### config.mk
export PLATFORM = sky130hd
export DESIGN_NAME = low_power_detect_config_regs
export DESIGN_NICKNAME = d
export VERILOG_FILES = /design/src/lp_detect_pkg.sv /design/src/detector_latch_if.sv /design/src/detector_latch_bank.sv /design/src/low_power_detect_config_regs.sv
export SDC_FILE = /design/constraint.sdc
export NUM_CORES = 1
export LEC_CHECK = 0
export BUFFER_PORTS_ARGS = -buffer_cell sky130_fd_sc_hd__buf_2
export CORE_AREA = 2 2 182 184
export DETAILED_ROUTE_END_ITERATION = 8
export DIE_AREA = 0 0 184 186
export MAX_ROUTING_LAYER = met4
export PLACE_DENSITY_LB_ADDON = 0.12
export SLEW_MARGIN = 10
export SYNTH_ARGS = -nofsm -noshare
export SYNTH_HDL_FRONTEND = slang
export SYNTH_HIERARCHICAL = 1
export SYNTH_SLANG_ARGS = --single-unit
### constraint.sdc
create_clock -name aclk -period 10 [get_ports aclk]
set_input_delay 1 -clock aclk [delete_from_list [all_inputs] [get_ports aclk]]
set_output_delay 1 -clock aclk [all_outputs]
set_load 0.05 [all_outputs]
### src/lp_detect_pkg.sv
// Shared constants for the low-power detector configuration register bank
package lp_detect_pkg;
	// Register indices; the byte address is four times the index
	localparam logic [5:0] IDX_IRQ_MERGE = 6'h0f;
	localparam logic [5:0] IDX_DET_CTRL = 6'h10;
	localparam logic [5:0] IDX_DET_TH1 = 6'h11;
	localparam logic [5:0] IDX_DET_TH2 = 6'h12;
	localparam logic [5:0] IDX_DET_TH3 = 6'h13;
	localparam logic [5:0] IDX_IDC_A = 6'h14;
	localparam logic [5:0] IDX_IDC_B = 6'h15;
	localparam logic [5:0] IDX_IDC_C = 6'h16;
	// Number of registers and detector registers
	localparam int NUM_REGS = 8;
	localparam int NUM_DET = 4;
	// Slot of each register in the bank (index minus first index)
	localparam logic [2:0] SLOT_IRQ_MERGE = 3'h0;
	localparam logic [2:0] SLOT_DET_CTRL = 3'h1;
	localparam logic [2:0] SLOT_DET_TH3 = 3'h4;
	localparam logic [2:0] SLOT_IDC_A = 3'h5;
	localparam logic [2:0] SLOT_IDC_B = 3'h6;
	localparam logic [2:0] SLOT_IDC_C = 3'h7;
	// Field positions
	localparam int BIT_SECOND_IRQ_MERGE_BIT = 0;
	localparam int BIT_WARN_OR = 1;
	localparam int BIT_CAL_EN = 6;
	localparam int PD_MSB = 5;
	localparam int NEG_MSB = 15;
	localparam int NEG_LSB = 8;
	localparam int POS_MSB = 7;
	localparam int POS_LSB = 0;
	// Writable bit masks
	localparam logic [15:0] MASK_IRQ_MERGE = 16'h0003;
	localparam logic [15:0] MASK_FULL = 16'hffff;
	// Reset values of the software-visible copies
	localparam logic [15:0] RST_REG = 16'h0000;
	// AXI response codes
	localparam logic [1:0] RESP_OKAY = 2'h0;
	localparam logic [1:0] RESP_SLVERR = 2'h2;
	// Register width on the bus
	localparam int REG_W = 16;
endpackage : lp_detect_pkg

### src/detector_latch_if.sv
// Carrier between the register bank and the detector configuration latches
interface detector_latch_if;
	logic load; // One-cycle strobe: copy all words
	logic [3:0][15:0] word; // Software copies of the four detector registers
	logic [3:0][15:0] latched; // Contents of the detector latches
	modport bank (input load, input word, output latched);
	modport ctrl (output load, output word, input latched);
endinterface : detector_latch_if

### src/detector_latch_bank.sv
// Detector configuration latches with no reset
module detector_latch_bank
(
	input wire logic aclk,
	input wire logic ce,
	detector_latch_if.bank lat
);
	import lp_detect_pkg::*;

	// Latch storage; deliberately without reset so it survives every reset and mode
	logic [3:0][15:0] cfg_ff;

	// All four words are copied together on any load
	always_ff @(posedge aclk)
	begin
		if (ce && lat.load)
		begin
			cfg_ff <= lat.word;
		end
	end

	assign lat.latched = cfg_ff;
endmodule : detector_latch_bank

### src/low_power_detect_config_regs.sv
// AXI4-Lite register bank for detector configuration, interrupt merge and current offsets
// Behaviour
// - Warning merge bit ORs warning into first interrupt
// - Second merge bit ORs second interrupt into first
// - Any detector register write copies all four
// - Detector latches ignore reset, persist across modes
// - Control bit six enables normal-mode calibration
// - Calibration routes detectors onto both interrupt pins
// - Control bits power down negative/positive detectors
// - Threshold: negative code high, positive low
// - Eight-bit code maps linearly onto level
// - Per-phase signed current offset feeds decimator
module low_power_detect_config_regs
#(
	parameter int ADDR_W = 8
)
(
	input wire logic aclk,
	input wire logic aresetn,
	input wire logic ce,
	// AXI4-Lite write address
	input wire logic awvalid,
	output logic awready,
	input wire logic [ADDR_W-1:0] awaddr,
	input wire logic [2:0] awprot,
	// AXI4-Lite write data
	input wire logic wvalid,
	output logic wready,
	input wire logic [31:0] wdata,
	input wire logic [3:0] wstrb,
	// AXI4-Lite write response
	output logic bvalid,
	input wire logic bready,
	output logic [1:0] bresp,
	// AXI4-Lite read address
	input wire logic arvalid,
	output logic arready,
	input wire logic [ADDR_W-1:0] araddr,
	input wire logic [2:0] arprot,
	// AXI4-Lite read data
	output logic rvalid,
	input wire logic rready,
	output logic [31:0] rdata,
	output logic [1:0] rresp,
	// Interrupt sources from the rest of the device
	input wire logic normal_first_interrupt_output_in,
	input wire logic normal_second_interrupt_output_in,
	input wire logic warn_in,
	input wire logic det_first_interrupt_output_in,
	input wire logic det_second_interrupt_output_in,
	input wire logic detect_mode_in,
	// Interrupt pins
	output logic first_interrupt_output,
	output logic second_interrupt_output,
	// Analog detector controls
	output logic detector_enable,
	output logic detector_calibration_enable,
	output logic [5:0] detector_powerdown,
	output logic [23:0] negative_threshold_code,
	output logic [23:0] positive_threshold_code,
	// Decimator offsets
	output logic [15:0] phase_a_current_dc_offset,
	output logic [15:0] phase_b_current_dc_offset,
	output logic [15:0] phase_c_current_dc_offset
);
	import lp_detect_pkg::*;

	// Merge new data into a register under the low two byte strobes
	function automatic logic [15:0] apply_strb(input logic [15:0] old, input logic [15:0] val,
		input logic [3:0] strb, input logic [15:0] mask);
		logic [15:0] merged;
		merged = old;
		if (strb[0])
		begin
			merged[7:0] = val[7:0];
		end
		if (strb[1])
		begin
			merged[15:8] = val[15:8];
		end
		apply_strb = merged & mask;
	endfunction : apply_strb

	// Turn a byte address into a bank slot and a hit flag
	function automatic logic [3:0] decode(input logic [ADDR_W-1:0] addr);
		logic [5:0] idx;
		logic [5:0] rel;
		idx = addr[7:2];
		rel = idx - IDX_IRQ_MERGE;
		if (addr[1:0] == 2'h0 && idx >= IDX_IRQ_MERGE && idx <= IDX_IDC_C)
		begin
			decode = {1'b1, rel[2:0]};
		end
		else
		begin
			decode = 4'h0;
		end
	endfunction : decode

	// Writable mask of each slot; reserved bits stay zero
	function automatic logic [15:0] slot_mask(input logic [2:0] slot);
		slot_mask = (slot == SLOT_IRQ_MERGE) ? MASK_IRQ_MERGE : MASK_FULL;
	endfunction : slot_mask

	// Software-visible register copies
	logic [15:0] regs_ff [NUM_REGS];

	// Write channel state
	logic awready_ff;
	logic wready_ff;
	logic aw_held_ff;
	logic w_held_ff;
	logic [ADDR_W-1:0] awaddr_ff;
	logic [15:0] wdata_ff;
	logic [3:0] wstrb_ff;
	logic bvalid_ff;
	logic [1:0] bresp_ff;

	// Read channel state
	logic arready_ff;
	logic rvalid_ff;
	logic [31:0] rdata_ff;
	logic [1:0] rresp_ff;

	// Latch load strobe, raised on the same edge as the register copy changes
	logic load_ff;

	// Registered interrupt and detector outputs
	logic first_interrupt_output_ff;
	logic second_interrupt_output_ff;
	logic det_en_ff;

	// Detector latch carrier
	detector_latch_if lat ();

	// Write decode
	wire logic aw_take = awvalid && awready_ff;
	wire logic w_take = wvalid && wready_ff;
	wire logic do_write = aw_held_ff && w_held_ff && !bvalid_ff;
	wire logic [3:0] wr_dec = decode(awaddr_ff);
	wire logic wr_hit = wr_dec[3];
	wire logic [2:0] wr_slot = wr_dec[2:0];
	wire logic wr_det = wr_hit && wr_slot >= SLOT_DET_CTRL && wr_slot <= SLOT_DET_TH3;

	// Read decode
	wire logic ar_take = arvalid && arready_ff;
	wire logic [3:0] rd_dec = decode(araddr);
	wire logic rd_hit = rd_dec[3];
	wire logic [15:0] rd_word = rd_hit ? regs_ff[rd_dec[2:0]] : RST_REG;

	// Interrupt routing; the detectors take over the pins in detect mode or calibration
	wire logic [15:0] det_ctrl_lat = lat.latched[0];
	wire logic cal_en = det_ctrl_lat[BIT_CAL_EN];
	wire logic det_route = cal_en || detect_mode_in;
	wire logic second_interrupt_output_src = det_route ? det_second_interrupt_output_in : normal_second_interrupt_output_in;
	wire logic first_interrupt_output_base = det_route ? det_first_interrupt_output_in : normal_first_interrupt_output_in;
	wire logic warn_or = regs_ff[SLOT_IRQ_MERGE][BIT_WARN_OR];
	wire logic second_irq_merge_bit = regs_ff[SLOT_IRQ_MERGE][BIT_SECOND_IRQ_MERGE_BIT];
	wire logic nxt_first_interrupt_output = first_interrupt_output_base || (warn_or && warn_in) || (second_irq_merge_bit && second_interrupt_output_src);

	// Write address and data are taken independently and held until the write retires
	always_ff @(posedge aclk)
	begin
		if (!aresetn)
		begin
			awready_ff <= 1'b1;
			wready_ff <= 1'b1;
			aw_held_ff <= 1'b0;
			w_held_ff <= 1'b0;
			awaddr_ff <= '0;
			wdata_ff <= RST_REG;
			wstrb_ff <= 4'h0;
		end
		else if (ce)
		begin
			if (aw_take)
			begin
				awaddr_ff <= awaddr;
				aw_held_ff <= 1'b1;
				awready_ff <= 1'b0;
			end
			if (w_take)
			begin
				wdata_ff <= wdata[15:0];
				wstrb_ff <= wstrb;
				w_held_ff <= 1'b1;
				wready_ff <= 1'b0;
			end
			if (do_write)
			begin
				aw_held_ff <= 1'b0;
				w_held_ff <= 1'b0;
			end
			// Reopen both channels only once the response is gone
			if (bvalid_ff && bready)
			begin
				awready_ff <= 1'b1;
				wready_ff <= 1'b1;
			end
		end
	end

	// Write response; unmapped addresses get a slave error
	always_ff @(posedge aclk)
	begin
		if (!aresetn)
		begin
			bvalid_ff <= 1'b0;
			bresp_ff <= RESP_OKAY;
		end
		else if (ce)
		begin
			if (do_write)
			begin
				bvalid_ff <= 1'b1;
				bresp_ff <= wr_hit ? RESP_OKAY : RESP_SLVERR;
			end
			else if (bvalid_ff && bready)
			begin
				bvalid_ff <= 1'b0;
			end
		end
	end

	// Register copies; the offsets go straight to the decimator
	always_ff @(posedge aclk)
	begin
		if (!aresetn)
		begin
			for (int i = 0; i < NUM_REGS; i++)
			begin
				regs_ff[i] <= RST_REG;
			end
		end
		else if (ce && do_write && wr_hit)
		begin
			regs_ff[wr_slot] <= apply_strb(regs_ff[wr_slot], wdata_ff, wstrb_ff, slot_mask(wr_slot));
		end
	end

	// Load strobe follows the write, so the latches see the updated copy
	always_ff @(posedge aclk)
	begin
		if (!aresetn)
		begin
			load_ff <= 1'b0;
		end
		else if (ce)
		begin
			load_ff <= do_write && wr_det;
		end
	end

	// Read channel: data registered on the same edge that takes the address
	always_ff @(posedge aclk)
	begin
		if (!aresetn)
		begin
			arready_ff <= 1'b1;
			rvalid_ff <= 1'b0;
			rdata_ff <= 32'h0000_0000;
			rresp_ff <= RESP_OKAY;
		end
		else if (ce)
		begin
			if (ar_take)
			begin
				arready_ff <= 1'b0;
				rvalid_ff <= 1'b1;
				rdata_ff <= {16'h0000, rd_word};
				rresp_ff <= rd_hit ? RESP_OKAY : RESP_SLVERR;
			end
			else if (rvalid_ff && rready)
			begin
				rvalid_ff <= 1'b0;
				arready_ff <= 1'b1;
			end
		end
	end

	// Interrupt pins and detector enable, registered to keep the pins glitch free
	always_ff @(posedge aclk)
	begin
		if (!aresetn)
		begin
			first_interrupt_output_ff <= 1'b0;
			second_interrupt_output_ff <= 1'b0;
			det_en_ff <= 1'b0;
		end
		else if (ce)
		begin
			first_interrupt_output_ff <= nxt_first_interrupt_output;
			second_interrupt_output_ff <= second_interrupt_output_src;
			det_en_ff <= det_route;
		end
	end

	// Words offered to the latches, in detector register order
	assign lat.load = load_ff;
	assign lat.word[0] = regs_ff[SLOT_DET_CTRL];
	assign lat.word[1] = regs_ff[SLOT_DET_CTRL + 3'h1];
	assign lat.word[2] = regs_ff[SLOT_DET_CTRL + 3'h2];
	assign lat.word[3] = regs_ff[SLOT_DET_TH3];

	// Latch bank; its outputs survive reset, so detector pins may be unknown until programmed
	detector_latch_bank u_latch (
		.aclk(aclk),
		.ce(ce),
		.lat(lat.bank)
	);

	// Bus outputs
	assign awready = awready_ff;
	assign wready = wready_ff;
	assign bvalid = bvalid_ff;
	assign bresp = bresp_ff;
	assign arready = arready_ff;
	assign rvalid = rvalid_ff;
	assign rdata = rdata_ff;
	assign rresp = rresp_ff;

	// Interrupt and detector outputs
	assign first_interrupt_output = first_interrupt_output_ff;
	assign second_interrupt_output = second_interrupt_output_ff;
	assign detector_enable = det_en_ff;
	assign detector_calibration_enable = lat.latched[0][BIT_CAL_EN];
	assign detector_powerdown = lat.latched[0][PD_MSB:0];

	// Threshold codes: channel 1 in the low byte of each bus, codes passed linearly to the DAC
	assign negative_threshold_code = {lat.latched[3][NEG_MSB:NEG_LSB], lat.latched[2][NEG_MSB:NEG_LSB],
		lat.latched[1][NEG_MSB:NEG_LSB]};
	assign positive_threshold_code = {lat.latched[3][POS_MSB:POS_LSB], lat.latched[2][POS_MSB:POS_LSB],
		lat.latched[1][POS_MSB:POS_LSB]};

	// Signed offsets, two's complement, handed to each phase's decimator
	assign phase_a_current_dc_offset = regs_ff[SLOT_IDC_A];
	assign phase_b_current_dc_offset = regs_ff[SLOT_IDC_B];
	assign phase_c_current_dc_offset = regs_ff[SLOT_IDC_C];
endmodule : low_power_detect_config_regs

==> impl_metrics.csv <==
group,metric,value,unit
status,outcome,"complete, no violations",
die,io_pins,219,
cts,cts_max_path_buffers,3,
sta,max_freq,208,MHz
critical_path,start_kind,"flip-flop",
critical_path,r2r_cells,7,
power,vdd_drop_max,0.118,mV
cts,cts_buffers,28,
sta,setup_ws,5200,ps
critical_path,endpoint_kind,"flip-flop",
synth,yosys_warnings,6,
critical_path,worstPathMaxFanout,52,
cts,cts_sinks,238,
routing,vias_per_cell,5.30,
sta,period_share,48.0,%
power,p_leak,4.93,nW
cts,root_buffer,"clkbuf_16",
synth,synth.avg_cell_area,11.8,µm²
grt,grt_use_met2,34.8,%
finish,final_common_cell,"edfxtp_1",
finish,area_growth,19.4,%
grt,grt_util_all_layers,21.1,%
die,die-area,34200,µm²
critical_path,critPathKind,"reg -> reg",
routing,first_iter_violations,600,
routing,drc_errors,0,
die,die_w,184,µm
sta,fin_setup_tns,0,ps
finish,n_antenna_cell,0,
grt,grt_pass1_wl,51500,µm
critical_path,timing.rr.end,"regs_ff[5][13]$_SDFFCE_PN0P_",
routing,routed-via-count,8030,
cts,post_cts_buffers,0,
flow_run,maxCapViolations,0,
critical_path,crit_arrival,4960,ps
cts,ctsResizeCount,0,
routing,wl,35300,µm
die,initial_utilization,33.8,%
die,die_height,186,µm
critical_path,r2r_slack,5200,ps
die,rows,66,
place,port_buffers,176,
cts,cts_htree_levels,1,
synth,synth.cell_area,10900,µm²
critical_path,critical_path_required,10150,ps
hold_path,hold_path_class,"reg -> reg",
sta,grt_setup_unrepaired,"no",
synth,syn_inst,919,
sta,fin_worst_skew,19.9,ps
routing,ant_nets,0,
grt,antenna_found_initial,0,
sta,fin_crit,4800,ps
place,dp_hpwl,24700,µm
sta,tightest_slew,1160,ps
power,powerDensity,178,nW/µm²
cts,holdBufCountCts,0,
cts,cts.clk_slew.worst_paths,60,ps
grt,grt_pass1_vias,7859,
grt,grt-busiest-layer,"met2",
cts,cts_tree,"yes",
hold_path,holdPathEnd,"lat.load$_SDFFE_PN0P_",
critical_path,r2r_start,"awaddr_ff[2]$_SDFFE_PN0P_",
hold_path,whs_path_depth,2,
place,place_worst_setup_slack,5160,ps
finish,fillers,3224,
die,core,32200,µm²
sta,slew_headroom,22.4,%
cts,worstSkewPairLatency,550,ps
sta,drv_slew,0,
grt,grt_max_degree,53,
place,gp_congestion,0.821,
sta,finalSetupViolCount,0,
routing,routedWlPerCell,23.3,µm
finish,layout_common_cells,"edfxtp_1, buf_2, nand2_1",
sta,finalHoldViolations,0,
routing,firstDrtPassIters,7,
hold_path,min_from,"lat.load$_SDFFE_PN0P_",
grt,grtUsageMet1,27.4,%
finish,layout.nets,1162,
grt,grt_overflow,0,
grt,grtUsageMet3,2.90,%
finish,drive_gt1_share,27.0,%
[through the flow]
| step | cell area, µm² | hold slack (ps) | util (%) | power, W | cells |
|---|---|---|---|---|---|
| final | 13000 | 465 | 40.3 | 0.00231 | 1516 |
| after detailed placement | 12100 | 457 | 37.6 | 0.00135 | 1464 |
| after global placement | 12100 | 442 | 37.6 | 0.00135 | 1464 |
| after floorplan | 11000 | 431 | - | 0.00128 | 950 |
| after CTS | 13000 | 464 | 40.3 | 0.00233 | 1516 |
| after global routing | 13000 | 497 | 40.3 | 0.00240 | 1516 |
[worst max-delay path, stage by stage, from the launching register on]
cell and delay [ps]:
dfxtp_2 310, buf_4 540, inv_1 190, ha_2 620, buf_4 550, nor2b_1 310, nand3_1 750, nand2_1 1090
[power breakdown]
group / switching [W] / internal (W)
sequential: 0.0000277 / 0.00109
combinational: 0.000147 / 0.0000631
clock: 0.000407 / 0.000575
total: 0.000582 / 0.00173
[how the worst max path moves through the flow]
| stage | from | endpoint | slack [ps] |
|---|---|---|---|
| after global placement | awaddr_ff[2]$_SDFFE_PN0P_ | regs_ff[5][9]$_SDFFCE_PN0P_ | 5230 |
| after global routing | awaddr_ff[2]$_SDFFE_PN0P_ | regs_ff[4][13]$_SDFFCE_PN0P_ | 4900 |
| after detailed placement | awaddr_ff[2]$_SDFFE_PN0P_ | regs_ff[4][9]$_SDFFCE_PN0P_ | 5160 |
| after CTS | awaddr_ff[2]$_SDFFE_PN0P_ | regs_ff[5][13]$_SDFFCE_PN0P_ | 5140 |
| after floorplan | awaddr_ff[2]$_SDFFE_PN0P_ | regs_ff[4][0]$_SDFFCE_PN0P_ | 6730 |
| final | awaddr_ff[2]$_SDFFE_PN0P_ | regs_ff[5][13]$_SDFFCE_PN0P_ | 5200 |
[area by class of cell]
type                            count  area [µm²]  share of cell area [%]
Sequential cell                   238        6600                    50.8
Multi-Input combinational cell    623        4000                    30.8
Timing Repair Buffer              188         971                    7.47
Clock buffer                       39         792                    6.10
Tap cell                          408         510                    3.93
Clock inverter                     13        96.3                   0.742
Inverter                            7        26.3                   0.202
[registers in the layout (all words and copies together), names as in the netlist, 2 cells and up]
signal and flops:
awaddr_ff 8, rdata 16, regs_ff 128, u_latch/lat.latched 55, wdata_ff 16, wstrb_ff 2
[metal layers]
| layer | wire length (µm) | part of all wire, % |
|---|---|---|
| met5 | 0 | 0 |
| met1 | 15100 | 43 |
| met4 | 794 | 2.3 |
| met3 | 2010 | 5.7 |
| met2 | 17400 | 49 |
No activity file was read; power rests on OpenSTA's default activity.
